**config.mk**
```make
export PLATFORM = sky130hd
export DESIGN_NAME = hcp_host_ctrl
export DESIGN_NICKNAME = d
export VERILOG_FILES = /design/src/hcp_pkg.sv /design/src/hcp_axil_slave.sv /design/src/hcp_host_ctrl.sv
export SDC_FILE = /design/constraint.sdc
export NUM_CORES = 1
export LEC_CHECK = 0
export ABC_AREA = 1
export BUFFER_PORTS_ARGS = -buffer_cell sky130_fd_sc_hd__buf_2
export CAP_MARGIN = 40
export CORE_MARGIN = 5
export CORE_UTILIZATION = 55
export DETAILED_ROUTE_END_ITERATION = 8
export GPL_TIMING_DRIVEN = 0
export PLACE_DENSITY_LB_ADDON = 0.15
export SETUP_SLACK_MARGIN = 0.1
export SYNTH_ARGS = -nofsm -noshare
export SYNTH_HDL_FRONTEND = slang
export SYNTH_HIERARCHICAL = 1
export SYNTH_SLANG_ARGS = --single-unit
export TNS_END_PERCENT = 50
```
**constraint.sdc**
```tcl
create_clock -name aclk -period 5.7 [get_ports aclk]
set_input_delay 0.855 -clock aclk [delete_from_list [all_inputs] [get_ports aclk]]
set_output_delay 0.855 -clock aclk [all_outputs]
set_load 0.02 [all_outputs]
```
**src/hcp_pkg.sv**
```systemverilog
`default_nettype none
package hcp_pkg;
  // ****************************************
  // Timing
  // ****************************************
  localparam int unsigned CLK_MHZ       = 100;
  localparam int unsigned SCLK_HALF_NS  = 60;
  localparam int unsigned PCLK_HALF_NS  = 60;
  localparam int unsigned UPD_HOLD_NS   = 200;
  // Least times, rounded up to whole cycles
  localparam int unsigned SCLK_HALF_CYC = (SCLK_HALF_NS * CLK_MHZ + 999) / 1000;
  localparam int unsigned PCLK_HALF_CYC = (PCLK_HALF_NS * CLK_MHZ + 999) / 1000;
  localparam int unsigned UPD_HOLD_CYC  = (UPD_HOLD_NS * CLK_MHZ + 999) / 1000;
  localparam int unsigned MAX_REG_BYTES = 8;
  localparam int unsigned DATA_W        = 64;
  // ****************************************
  // Register map (word index = byte offset / 4)
  // ****************************************
  localparam logic [3:0] IDX_CTRL = 4'h0;
  localparam logic [3:0] IDX_ADDR = 4'h1;
  localparam logic [3:0] IDX_WDLO = 4'h2;
  localparam logic [3:0] IDX_WDHI = 4'h3;
  localparam logic [3:0] IDX_RDLO = 4'h4;
  localparam logic [3:0] IDX_RDHI = 4'h5;
  localparam logic [3:0] IDX_STAT = 4'h6;
  localparam int unsigned CTRL_GO   = 0;
  localparam int unsigned CTRL_PAR  = 1;
  localparam int unsigned CTRL_RD   = 2;
  localparam int unsigned CTRL_UPD  = 3;
  localparam int unsigned ADDR_LSB  = 0;
  localparam int unsigned LEN_LSB   = 8;
  localparam int unsigned PS_LSB    = 12;
  localparam int unsigned STAT_BUSY = 0;
  localparam int unsigned STAT_LSB  = 1;
  localparam int unsigned STAT_UPD  = 2;
  localparam int unsigned STAT_DONE = 3;
  // ****************************************
  // Device instruction and order control
  // ****************************************
  localparam logic [4:0] CONTROL_FUNCTION_REG_ONE_ADDR = 5'h00;
  localparam logic [2:0] ORDER_BYTE = 3'h2;
  localparam int unsigned ORDER_BIT = 23;
  localparam logic [1:0] RESP_OKAY   = 2'h0;
  localparam logic [1:0] RESP_SLVERR = 2'h2;
  typedef enum logic [5:0] {
    ST_IDLE = 6'h01,
    ST_SINS = 6'h02,
    ST_SDAT = 6'h04,
    ST_PADR = 6'h08,
    ST_PDAT = 6'h10,
    ST_PEND = 6'h20
  } hcp_state_t;
endpackage
`default_nettype wire
```
**src/hcp_axil_slave.sv**
```systemverilog
`default_nettype none
module hcp_axil_slave #(
  parameter int unsigned AW = 8
) (
  input  wire logic          aclk,
  input  wire logic          aresetn,
  input  wire logic          ce,
  input  wire logic          awvalid,
  output logic               awready,
  input  wire logic [AW-1:0] awaddr,
  input  wire logic          wvalid,
  output logic               wready,
  input  wire logic [31:0]   wdata,
  input  wire logic [3:0]    wstrb,
  output logic               bvalid,
  input  wire logic          bready,
  output logic [1:0]         bresp,
  input  wire logic          arvalid,
  output logic               arready,
  input  wire logic [AW-1:0] araddr,
  output logic               rvalid,
  input  wire logic          rready,
  output logic [31:0]        rdata,
  output logic [1:0]         rresp,
  output logic               wr_en,
  output logic [3:0]         wr_idx,
  output logic [31:0]        wr_data,
  output logic [3:0]         wr_strb,
  input  wire logic          wr_err,
  output logic               rd_en,
  output logic [3:0]         rd_idx,
  input  wire logic [31:0]   rd_data,
  input  wire logic          rd_err
);
  // ****************************************
  // State
  // ****************************************
  typedef struct packed {
    logic        aw_full;
    logic [3:0]  aw_idx;
    logic        w_full;
    logic [31:0] w_data;
    logic [3:0]  w_strb;
    logic        bvalid;
    logic [1:0]  bresp;
    logic        rvalid;
    logic [31:0] rdata;
    logic [1:0]  rresp;
  } hcp_axil_q_t;

  hcp_axil_q_t q;
  hcp_axil_q_t n;

  if (AW < 6)
  begin : g_bad_aw
    $error("hcp_axil_slave: address too narrow");
  end

  // Ready gated by ce so nothing is taken while frozen
  assign awready = ce & ~q.aw_full;
  assign wready  = ce & ~q.w_full;
  assign arready = ce & ~q.rvalid;
  assign wr_en   = ce & q.aw_full & q.w_full & ~q.bvalid;
  assign wr_idx  = q.aw_idx;
  assign wr_data = q.w_data;
  assign wr_strb = q.w_strb;
  assign rd_en   = arvalid & arready;
  assign rd_idx  = araddr[5:2];
  assign bvalid  = q.bvalid;
  assign bresp   = q.bresp;
  assign rvalid  = q.rvalid;
  assign rdata   = q.rdata;
  assign rresp   = q.rresp;

  always_comb
  begin
    n = q;
    if (awvalid & awready)
    begin
      n.aw_full = 1'b1;
      n.aw_idx  = awaddr[5:2];
    end
    if (wvalid & wready)
    begin
      n.w_full = 1'b1;
      n.w_data = wdata;
      n.w_strb = wstrb;
    end
    if (q.bvalid & bready)
      n.bvalid = 1'b0;
    if (wr_en)
    begin
      n.aw_full = 1'b0;
      n.w_full  = 1'b0;
      n.bvalid  = 1'b1;
      n.bresp   = wr_err ? hcp_pkg::RESP_SLVERR : hcp_pkg::RESP_OKAY;
    end
    if (q.rvalid & rready)
      n.rvalid = 1'b0;
    if (rd_en)
    begin
      n.rvalid = 1'b1;
      n.rdata  = rd_data;
      n.rresp  = rd_err ? hcp_pkg::RESP_SLVERR : hcp_pkg::RESP_OKAY;
    end
  end

  always_ff @(posedge aclk)
  begin
    if (!aresetn)
      q <= '0;
    else if (ce)
      q <= n;
  end
endmodule
`default_nettype wire

```
**src/hcp_host_ctrl.sv**
```systemverilog
// The AXI4-Lite slave port and the placing of the registers were decided locally.
`default_nettype none
module hcp_host_ctrl #(
  parameter int unsigned AXI_AW    = 8,
  parameter int unsigned SCLK_HALF = hcp_pkg::SCLK_HALF_CYC,
  parameter int unsigned PCLK_HALF = hcp_pkg::PCLK_HALF_CYC,
  parameter int unsigned UPD_CYC   = hcp_pkg::UPD_HOLD_CYC,
  parameter int unsigned MAX_BYTES = hcp_pkg::MAX_REG_BYTES
) (
  input  wire logic              aclk,
  input  wire logic              aresetn,
  input  wire logic              ce,
  input  wire logic              awvalid,
  output logic                   awready,
  input  wire logic [AXI_AW-1:0] awaddr,
  input  wire logic              wvalid,
  output logic                   wready,
  input  wire logic [31:0]       wdata,
  input  wire logic [3:0]        wstrb,
  output logic                   bvalid,
  input  wire logic              bready,
  output logic [1:0]             bresp,
  input  wire logic              arvalid,
  output logic                   arready,
  input  wire logic [AXI_AW-1:0] araddr,
  output logic                   rvalid,
  input  wire logic              rready,
  output logic [31:0]            rdata,
  output logic [1:0]             rresp,
  output logic                   sclk,
  output logic                   scs_n,
  input  wire logic              sdio_i,
  output logic                   sdio_o,
  output logic                   sdio_oe,
  output logic                   pclk,
  output logic                   pcs_n,
  output logic                   prd_wr,
  input  wire logic [7:0]        pbus_i,
  output logic [7:0]             pbus_o,
  output logic                   pbus_oe,
  output logic                   io_update,
  output logic [2:0]             profile_select_pins
);
  // ****************************************
  // State
  // ****************************************
  typedef struct packed {
    hcp_pkg::hcp_state_t st;
    logic [7:0]          cnt;
    logic                lclk;
    logic                sclk;
    logic                pclk;
    logic                scs_n;
    logic                sdio_o;
    logic                sdio_oe;
    logic                pcs_n;
    logic                prw;
    logic                pbus_oe;
    logic [7:0]          pbus_o;
    logic [2:0]          bitcnt;
    logic [2:0]          byte_idx;
    logic [3:0]          left;
    logic [3:0]          nb;
    logic                lsb;
    logic                rd;
    logic                par;
    logic                done;
    logic                io_upd;
    logic [7:0]          adr;
    logic [2:0]          ps;
    logic [63:0]         wd;
    logic [63:0]         rdat;
    logic [7:0]          updc;
    logic [2:0]          sd_s;
    logic                sd_f;
    logic [7:0]          pb_s0;
    logic [7:0]          pb_s1;
    logic [7:0]          pb_s2;
    logic [7:0]          pb_f;
  } hcp_q_t;

  hcp_q_t      q;
  hcp_q_t      n;
  logic        wr_en;
  logic [3:0]  wr_idx;
  logic [31:0] wr_data;
  logic [3:0]  wr_strb;
  logic        rd_en;
  logic [3:0]  rd_idx;
  logic [31:0] rd_data;
  logic        idle;
  logic        tick;
  logic [7:0]  half_m1;
  logic [7:0]  ins_q;
  logic [7:0]  ins_w;
  logic [7:0]  pb_agree;
  logic        len_ok;
  logic [31:0] adr_word;

  if (SCLK_HALF < 4 || SCLK_HALF > 255 || PCLK_HALF < 4 || PCLK_HALF > 255 ||
      UPD_CYC < 1 || UPD_CYC > 255 || MAX_BYTES < 1 || MAX_BYTES > hcp_pkg::MAX_REG_BYTES)
  begin : g_bad_param
    $error("hcp_host_ctrl: parameter out of range");
  end

  // ****************************************
  // Helpers
  // ****************************************
  function automatic logic idx_ok(input logic [3:0] idx);
    idx_ok = (idx <= hcp_pkg::IDX_STAT);
  endfunction

  function automatic logic [31:0] wmerge(input logic [31:0] old, input logic [31:0] nw, input logic [3:0] strb);
    wmerge = old;
    for (int b = 0; b < 4; b++)
      if (strb[b])
        wmerge[b*8 +: 8] = nw[b*8 +: 8];
  endfunction

  // Bit position in the data word for byte and bit count
  function automatic logic [5:0] dpos(input logic [2:0] bi, input logic [2:0] bc, input logic lsb);
    dpos = {bi, (lsb ? bc : ~bc)};
  endfunction

  function automatic logic ins_bit(input logic [7:0] ins, input logic [2:0] bc, input logic lsb);
    ins_bit = lsb ? ins[bc] : ins[~bc];
  endfunction

  // ****************************************
  // Register bus
  // ****************************************
  hcp_axil_slave #(
    .AW (AXI_AW)
  ) u_axil (
    .aclk    (aclk),
    .aresetn (aresetn),
    .ce      (ce),
    .awvalid (awvalid),
    .awready (awready),
    .awaddr  (awaddr),
    .wvalid  (wvalid),
    .wready  (wready),
    .wdata   (wdata),
    .wstrb   (wstrb),
    .bvalid  (bvalid),
    .bready  (bready),
    .bresp   (bresp),
    .arvalid (arvalid),
    .arready (arready),
    .araddr  (araddr),
    .rvalid  (rvalid),
    .rready  (rready),
    .rdata   (rdata),
    .rresp   (rresp),
    .wr_en   (wr_en),
    .wr_idx  (wr_idx),
    .wr_data (wr_data),
    .wr_strb (wr_strb),
    .wr_err  (!idx_ok(wr_idx)),
    .rd_en   (rd_en),
    .rd_idx  (rd_idx),
    .rd_data (rd_data),
    .rd_err  (!idx_ok(rd_idx))
  );

  assign idle     = (q.st == hcp_pkg::ST_IDLE);
  assign half_m1  = q.par ? 8'(PCLK_HALF - 1) : 8'(SCLK_HALF - 1);
  assign tick     = (q.cnt == half_m1);
  assign ins_q    = {q.rd, 2'b00, q.adr[4:0]};
  assign ins_w    = {wr_data[hcp_pkg::CTRL_RD], 2'b00, q.adr[4:0]};
  assign pb_agree = ~(q.pb_s1 ^ q.pb_s2);
  // Serial lengths of 1 to MAX_BYTES bytes only: a serial GO with zero or oversize length is refused
  assign len_ok   = (q.nb != 4'h0) && (q.nb <= 4'(MAX_BYTES));
  assign adr_word = {17'h00000, q.ps, q.nb, q.adr};

  always_comb
  begin
    rd_data = 32'h00000000;
    unique case (rd_idx)
      hcp_pkg::IDX_CTRL:
      begin
        rd_data[hcp_pkg::CTRL_PAR] = q.par;
        rd_data[hcp_pkg::CTRL_RD]  = q.rd;
      end
      hcp_pkg::IDX_ADDR: rd_data = adr_word;
      hcp_pkg::IDX_WDLO: rd_data = q.wd[31:0];
      hcp_pkg::IDX_WDHI: rd_data = q.wd[63:32];
      hcp_pkg::IDX_RDLO: rd_data = q.rdat[31:0];
      hcp_pkg::IDX_RDHI: rd_data = q.rdat[63:32];
      hcp_pkg::IDX_STAT:
      begin
        rd_data[hcp_pkg::STAT_BUSY] = ~idle;
        rd_data[hcp_pkg::STAT_LSB]  = q.lsb;
        rd_data[hcp_pkg::STAT_UPD]  = q.io_upd;
        rd_data[hcp_pkg::STAT_DONE] = q.done;
      end
      default: rd_data = 32'h00000000;
    endcase
  end

  // ****************************************
  // Next state
  // ****************************************
  always_comb
  begin
    logic        lsb_nx;
    logic [2:0]  bi_nx;
    logic [31:0] mw;
    lsb_nx = q.lsb;
    bi_nx  = q.byte_idx;
    mw     = 32'h00000000;
    n      = q;
    // Three-stage pin synchronisers, change taken when stages two and three agree
    n.sd_s  = {q.sd_s[1:0], sdio_i};
    if (q.sd_s[1] == q.sd_s[2])
      n.sd_f = q.sd_s[2];
    n.pb_s0 = pbus_i;
    n.pb_s1 = q.pb_s0;
    n.pb_s2 = q.pb_s1;
    n.pb_f  = (pb_agree & q.pb_s2) | (~pb_agree & q.pb_f);
    // Strobe held for a fixed count, well past one sync clock period
    if (q.updc != 8'h00)
      n.updc = q.updc - 8'h01;

    if (wr_en)
    begin
      unique case (wr_idx)
        hcp_pkg::IDX_CTRL:
        if (wr_strb[0])
        begin
          if (wr_data[hcp_pkg::CTRL_UPD] && q.updc == 8'h00)
            n.updc = 8'(UPD_CYC);
          if (wr_data[hcp_pkg::CTRL_GO] && idle)
          begin
            n.cnt  = 8'h00;
            n.lclk = 1'b0;
            if (wr_data[hcp_pkg::CTRL_PAR])
            begin
              n.par     = 1'b1;
              n.rd      = wr_data[hcp_pkg::CTRL_RD];
              n.st      = hcp_pkg::ST_PADR;
              n.pcs_n   = 1'b0;
              n.prw     = wr_data[hcp_pkg::CTRL_RD];
              n.pbus_o  = q.adr;
              n.pbus_oe = 1'b1;
            end
            else if (len_ok)
            begin
              n.par      = 1'b0;
              n.rd       = wr_data[hcp_pkg::CTRL_RD];
              n.st       = hcp_pkg::ST_SINS;
              n.scs_n    = 1'b0;
              n.sdio_oe  = 1'b1;
              n.sdio_o   = ins_bit(ins_w, 3'h0, q.lsb);
              n.bitcnt   = 3'h0;
              n.left     = q.nb;
              n.byte_idx = q.lsb ? 3'h0 : 3'(q.nb - 4'h1);
            end
          end
        end
        hcp_pkg::IDX_ADDR:
        if (idle)
        begin
          mw   = wmerge(adr_word, wr_data, wr_strb);
          n.adr = mw[hcp_pkg::ADDR_LSB +: 8];
          n.nb  = mw[hcp_pkg::LEN_LSB +: 4];
          n.ps  = mw[hcp_pkg::PS_LSB +: 3];
        end
        hcp_pkg::IDX_WDLO:
        if (idle)
          n.wd[31:0] = wmerge(q.wd[31:0], wr_data, wr_strb);
        hcp_pkg::IDX_WDHI:
        if (idle)
          n.wd[63:32] = wmerge(q.wd[63:32], wr_data, wr_strb);
        hcp_pkg::IDX_STAT:
        if (wr_strb[0] && wr_data[hcp_pkg::STAT_DONE])
          n.done = 1'b0;
        default: n.done = q.done;
      endcase
    end

    // Link clock divider; engine runs after the bus so a finishing set beats a clear
    if (!idle)
    begin
      n.cnt = tick ? 8'h00 : q.cnt + 8'h01;
      if (tick && !q.lclk)
      begin
        n.lclk = 1'b1;
        // Sample just before our rising edge: serial device drove after the falling one, parallel device after the previous rising one
        if (q.st == hcp_pkg::ST_SDAT && q.rd)
          n.rdat[dpos(q.byte_idx, q.bitcnt, q.lsb)] = q.sd_f;
        if (q.st == hcp_pkg::ST_PEND && q.rd)
          n.rdat[7:0] = q.pb_f;
      end
      else if (tick)
      begin
        n.lclk = 1'b0;
        unique case (q.st)
          hcp_pkg::ST_SINS:
          if (q.bitcnt == 3'h7)
          begin
            n.st     = hcp_pkg::ST_SDAT;
            n.bitcnt = 3'h0;
            n.sdio_oe = ~q.rd;
            if (!q.rd)
              n.sdio_o = q.wd[dpos(q.byte_idx, 3'h0, q.lsb)];
          end
          else
          begin
            n.bitcnt = q.bitcnt + 3'h1;
            n.sdio_o = ins_bit(ins_q, q.bitcnt + 3'h1, q.lsb);
          end
          hcp_pkg::ST_SDAT:
          if (q.bitcnt == 3'h7)
          begin
            // Writing the order byte sets the order from the next byte on, and it stays set for later cycles
            if (!q.rd && q.adr[4:0] == hcp_pkg::CONTROL_FUNCTION_REG_ONE_ADDR && q.byte_idx == hcp_pkg::ORDER_BYTE)
              lsb_nx = q.wd[hcp_pkg::ORDER_BIT];
            bi_nx  = lsb_nx ? q.byte_idx + 3'h1 : q.byte_idx - 3'h1;
            n.lsb  = lsb_nx;
            if (q.left == 4'h1)
            begin
              n.st      = hcp_pkg::ST_IDLE;
              n.scs_n   = 1'b1;
              n.sdio_oe = 1'b0;
              n.sdio_o  = 1'b0;
              n.done    = 1'b1;
            end
            else
            begin
              n.left     = q.left - 4'h1;
              n.byte_idx = bi_nx;
              n.bitcnt   = 3'h0;
              if (!q.rd)
                n.sdio_o = q.wd[dpos(bi_nx, 3'h0, lsb_nx)];
            end
          end
          else
          begin
            n.bitcnt = q.bitcnt + 3'h1;
            if (!q.rd)
              n.sdio_o = q.wd[dpos(q.byte_idx, q.bitcnt + 3'h1, q.lsb)];
          end
          hcp_pkg::ST_PADR:
          begin
            n.st = hcp_pkg::ST_PDAT;
            if (q.rd)
              n.pbus_oe = 1'b0;
            else
              n.pbus_o = q.wd[7:0];
          end
          hcp_pkg::ST_PDAT:
          begin
            n.st      = hcp_pkg::ST_PEND;
            n.pbus_oe = 1'b0;
          end
          hcp_pkg::ST_PEND:
          begin
            // Select released only after the third edge; never raised early
            n.st    = hcp_pkg::ST_IDLE;
            n.pcs_n = 1'b1;
            n.done  = 1'b1;
          end
          hcp_pkg::ST_IDLE: n.st = hcp_pkg::ST_IDLE;
        endcase
      end
    end
    n.io_upd = (n.updc != 8'h00);
    n.sclk   = n.lclk & ~n.par;
    n.pclk   = n.lclk & n.par;
  end

  always_ff @(posedge aclk)
  begin
    if (!aresetn)
    begin
      q       <= '0;
      q.st    <= hcp_pkg::ST_IDLE;
      q.scs_n <= 1'b1;
      q.pcs_n <= 1'b1;
    end
    else if (ce)
      q <= n;
  end

  // ****************************************
  // Outputs
  // ****************************************
  assign sclk                = q.sclk;
  assign scs_n               = q.scs_n;
  assign sdio_o              = q.sdio_o;
  assign sdio_oe             = q.sdio_oe;
  assign pclk                = q.pclk;
  assign pcs_n               = q.pcs_n;
  assign prd_wr              = q.prw;
  assign pbus_o              = q.pbus_o;
  assign pbus_oe             = q.pbus_oe;
  assign io_update           = q.io_upd;
  assign profile_select_pins = q.ps;
endmodule
`default_nettype wire

```
* Word-level counts from Yosys, hierarchy flattened
Index checks and enable logic that the tools add are counted.
Word-level totals: flip-flop bits (word level) 313, bits of input ports 69, output and inout port bits 61, logic and storage cells 291
Cells by class: mux-type cells 120, magnitude comparators 10, equal/unequal tests 25, bitwise operators 29, add/sub/neg operators 7, reduce and logical (&&, ||, !) cells 50
Operators with widths (count):
- one-hot mux 28 bit (5 select lines) | 1
- 2-to-1 mux 8 bit | 10
- 2-to-1 mux 15 bit | 5
- 2-to-1 mux 24 bit | 3
- bitwise mux 64 bit | 1
- 2-to-1 mux 19 bit | 3
- AND reduction 5 bit | 11
- 2-to-1 mux 1 bit | 44
- 2-to-1 mux 6 bit | 7
- 2-to-1 mux 37 bit | 1
- 2-to-1 mux 35 bit | 1
- 2-to-1 mux 3 bit | 11
- 2-to-1 mux 10 bit | 3
- one-hot mux 6 bit (5 select lines) | 1
- less-than comparator 6 x 7 -> 1 bit, second input constant | 4
- 2-to-1 mux 28 bit | 1
- 2-to-1 mux 4 bit | 6
- binary-select mux 1 bit (select 6 bit) | 3
- AND reduction 2 bit | 9
- AND reduction 6 bit | 3
- bitwise AND 8 bit | 2
- == test 4 x 2 -> 1 bit, second input constant | 4
- == test 4 x 3 -> 1 bit, second input constant | 4
- inverter 8 bit | 2
- other kinds (46) | 101

* Depth between registers and ports, before layout
depth after elaboration 19, mapped depth 25, depth with buffers taken out 24

* Cells and area by module
Netlist, hierarchy kept.
Modules (own cells, without submodules):
- hcp_host_ctrl | instances 1, seq. area each 4664.5 sq um, area each 12135.4 sq um, cells each 1759
- hcp_axil_slave | instances 1, seq. area each 1561.5 sq um, area each 3863.7 sq um, cells each 582

* Worst setup path before layout
Ideal clock, no wire load.
path type input port to flip-flop, from input port ce, to register q (netlist bit sdio_o), library setup time 132 ps, required time 5568 ps, setup slack 3168 ps, cell stages on the path 16, arrival time 2400 ps, path through buf_4 -> nand2_1 -> nor2_1 -> nand2_1 -> nor3_1 -> nand2_2 -> o21ai_0 -> nand2_1 -> nand2_1 -> nand2_1 -> nand2_1 -> nand2_1 -> nand2_1 -> nand2_1 -> nand2_1 -> a21oi_1
Between the ends: longest elaborated chain between the ends 11
Ends and longest elaborated chain:
- from (decl) | line hcp_host_ctrl.sv:12 | input wire logic ce,
- bitwise AND 1 bit * (3 in a row) | line hcp_axil_slave.sv:63 | assign wr_en = ce & q.aw_full & q.w_full & ~q.bvalid;
- named net wr_en | line hcp_host_ctrl.sv:84 | logic wr_en;
- 2-to-1 mux 28 bit * | line hcp_host_ctrl.sv:225 | if (wr_en)
- 2-to-1 mux 1 bit | line hcp_host_ctrl.sv:334 | if (!q.rd)
- 2-to-1 mux 1 bit | line hcp_host_ctrl.sv:321 | if (q.left == 4'h1)
- 2-to-1 mux 1 bit | line hcp_host_ctrl.sv:314 | if (q.bitcnt == 3'h7)
- one-hot mux 2 bit (2 select lines) | line hcp_host_ctrl.sv:298 | unique case (q.st)
- 2-to-1 mux 4 bit | line hcp_host_ctrl.sv:295 | else if (tick)
- 2-to-1 mux 4 bit | line hcp_host_ctrl.sv:286 | if (tick && !q.lclk)
- 2-to-1 mux 4 bit * | line hcp_host_ctrl.sv:283 | if (!idle)
- to (signal assigned) | line hcp_host_ctrl.sv:383 | q <= n;
- to (decl) | line hcp_host_ctrl.sv:82 | hcp_q_t q;
Mark *: on every way through the listed nets, which the timed path passes. The rest lies on a longest branch. A chain may end at the register's enable or synchronous reset.

* Final worst setup path
from register q[199] (netlist name), to register q (netlist bit sdio_o)
Between the ends: longest elaborated chain between the ends 11
Ends and longest elaborated chain:
- adder 3 x 1 -> 3 bit | line hcp_host_ctrl.sv:311, hcp_host_ctrl.sv:342
- inverter 3 bit | line hcp_host_ctrl.sv:122, hcp_host_ctrl.sv:126
- 2-to-1 mux 3 bit | line hcp_host_ctrl.sv:122 | dpos = {bi, (lsb ? bc : ~bc)};
- binary-select mux 1 bit (select 6 bit) | line hcp_host_ctrl.sv:342 | n.sdio_o = q.wd[dpos(q.byte_idx, q.bitcnt + 3'h1, q.lsb)];
- 2-to-1 mux 1 bit (implied by the code) | line hcp_host_ctrl.sv:342
- 2-to-1 mux 1 bit | line hcp_host_ctrl.sv:341 | if (!q.rd)
- 2-to-1 mux 1 bit | line hcp_host_ctrl.sv:314
- one-hot mux 2 bit (2 select lines) * | line hcp_host_ctrl.sv:298
- 2-to-1 mux 4 bit * | line hcp_host_ctrl.sv:295
- 2-to-1 mux 4 bit * | line hcp_host_ctrl.sv:286
- 2-to-1 mux 4 bit * | line hcp_host_ctrl.sv:283
Every way passes the cells marked *; elsewhere a longest branch is shown, timed or not. The select of a mux whose other input is x is not followed.

==> impl_metrics.py <==
metrics = {
    "timing": {
        "rsz0062_at_grt": "no",
        "worst_pin_slew_ns": 0.985,
        "fin_worst_skew_ns": 0.0156,
        "period_minus_slack_ns": 3.18,
        "fmax_mhz": 314,
        "finalSetupViolCount": 0,
        "max-slew-margin-rel": 0.338,
        "drv_slew": 0,
        "hold_violations": 0,
        "fin_setup_tns_ns": 0,
        "fin_crit_sh": 0.559,
    },
    "clocking": {
        "cts_max_path_buffers": 3,
        "clock_latency_ns": 0.52,
        "htreeDepth": 2,
        "cts_root_buf": "clkbuf_16",
        "cts_hold_buf": 0,
        "cts_tree": "done",
        "postCtsSetupBuffers": 0,
        "numClockSinks": 311,
        "clkSlewWorstSetupHoldPaths_ns": 0.06,
        "cts_inserted_buffers": 35,
        "cts_resized": 0,
    },
    "layout": {
        "final_cells": 2894,
        "num_antenna_cells": 0,
        "mostFrequentLayoutCell": "nand2_1",
        "layout_common_cells": "nand2_1 (418), nor2_1 (338), dfxtp_1 (311)",
        "drive_gt1_frac": 0.125,
        "area_growth_pct": 12.8,
        "fin_nets": 2572,
    },
    "die": {
        "core.rowCount": 62,
        "start_util": 0.557,
        "fp.dieH_um": 181,
        "dieArea_um2": 32600,
        "coreArea_um2": 28700,
        "die_x_um": 181,
        "ios": 130,
    },
    "worst_setup_path": {
        "crit_path_end_kind": "register",
        "critPathKind": "register to register",
        "critPathSlowestCell": "xnor2_1",
        "slowest_delay_ns": 0.80,
        "cp_common_cell": "nand2_1",
        "cp_max_fo": 10,
        "crit_chain": "ha_1 -> xnor2_1 -> buf_2 -> nand3_1 -> nand3_1 -> nand3_1 -> nand2_1 -> nor2_1 -> nand3_1 -> nand2_1 -> inv_1 -> nand2_1 -> nand2_1 -> nand2_1 -> nand2_1 -> nand2_1 -> nand2_1 -> a21oi_1",
        "cp_top_family": "simple AND/OR/NAND/NOR gates",
        "worstPathBufferInverterCount": 2,
        "start_kind": "register",
        "required_ns": 6.08,
        "worstPathArrival_ns": 3.56,
    },
    "placed_design": {
        "hpwl_um": 43300,
        "place_congestion": 1.03,
        "dp.cells": 2839,
        "io_buffer_count": 114,
    },
    "hold_path": {
        "hp-class": "register to register",
    },
    "power": {
        "p_leak_nw": 7.68,
        "switching_share": 0.253,
        "clkPwrFrac": 0.429,
        "switching_power_mw": 1.21,
        "comb_power_share": 0.098,
        "power.density_nw_per_um2": 266,
        "power.internal_mw": 3.58,
        "ir_worst_vdd_mv": 0.238,
        "power_mw": 4.79,
        "p_seq_frac": 0.473,
    },
    "drt": {
        "dr.first_iter.drc_count": 2133,
        "routedWlPerCell_um": 19.3,
        "drc_errors": 0,
        "drt_first_pass_iters": 6,
        "ant_nets": 0,
        "dr_total_vias": 16400,
        "wl_um": 55700,
        "avgViaCountPerCell": 5.68,
    },
    "logic_synthesis": {
        "avgSynthCellArea_um2": 6.84,
        "yosys_warnings": 6,
        "synth_area_um2": 16000,
        "synthCells": 2340,
    },
    "grt": {
        "grt_start_max_net_pins": 13,
        "track_usage": 0.331,
        "grt_pass1_vias": 15200,
        "grt_overflow_total": 0,
        "antenna_found_initial": 0,
        "grt_pass1_wl_um": 85600,
    },
    "outcome": {
        "outcome": "finished clean",
    },
    "flow_run": {
        "drv_cap": 0,
    },
}
==> worst reg2reg max path: cells and delay by family, from the launching register on <==
family	cells	cell delay (ns)
AND/OR/NAND/NOR	13	1.00
XOR/XNOR	1	0.80
buffers and inverters	2	0.50
adder cells (fa/ha/maj)	1	0.38
flip-flops	1	0.32
AO/OA/AOI/OAI	1	0.06
==> registers in the layout, indices dropped and copies added (netlist names), 2 cells and up, named ones only <==
signal and count:
u_axil/wr_data 32, n 18, u_axil/q 2, u_axil/wr_idx 4
q 174, u_axil/rdata 32, profile_select_pins 3, pbus_o 8
adr_word 12, u_axil/wr_strb 4
==> power groups by stage <==
stage                     Clock (mW)  Combinational [mW]  Sequential [mW]
final                           2.06               0.469             2.27
after global routing            2.16               0.521             2.27
after CTS                       2.07               0.463             2.27
after detailed placement           0               0.460             2.31
after global placement             0               0.453             2.31
after floorplan                    0               0.325             2.31
==> through the flow <==
stage / instance area [µm²] / hold WS [ns] / setup WS (ns) / util
finish: 18000 / 0.451 / 2.52 / 0.629
detailed placement: 17100 / 0.441 / 2.15 / 0.594
CTS: 18000 / 0.449 / 2.65 / 0.629
floorplan: 16000 / 0.439 / 3.17 / -
global placement: 17100 / 0.432 / 2.12 / 0.594
global route: 18000 / 0.470 / 2.35 / 0.629
==> final cells by class <==
| type | instances | area [µm²] |
|---|---|---|
| fill | 2751 | 10700 |
| multi-input combinational | 1549 | 7510 |
| sequential | 311 | 6230 |
| buffer | 203 | 1220 |
| inverter | 278 | 1040 |
| clock buffer | 51 | 976 |
| timing repair buffer | 114 | 571 |
| tap | 384 | 480 |
| clock inverter | 4 | 23.8 |
==> metal layers <==
layer  vias up  wire length, µm  track usage
li1       7868                -            -
met1      7521            23500        0.466
met2       911            23000        0.489
met3       132             7220       0.0914
met4         0             2020        0.112
met5         -                0            0
==> path summary, 6_finish.rpt <==
| kind | startpoint | endpoint | slack (ns) | depth (start not counted) |
|---|---|---|---|---|
| setup reg to reg | q[199]$_SDFFE_PN0P_ | sdio_o$_SDFFE_PN0P_ | 2.52 | 18 |
| setup / recovery | q[199]$_SDFFE_PN0P_ | sdio_o$_SDFFE_PN0P_ | 2.52 | 18 |
| hold reg to reg | pbus_oe$_SDFFE_PN0P_ | pbus_oe$_SDFFE_PN0P_ | 0.45 | 2 |
| hold / removal | pbus_oe$_SDFFE_PN0P_ | pbus_oe$_SDFFE_PN0P_ | 0.45 | 2 |
(Power assumes the default switching activity.)
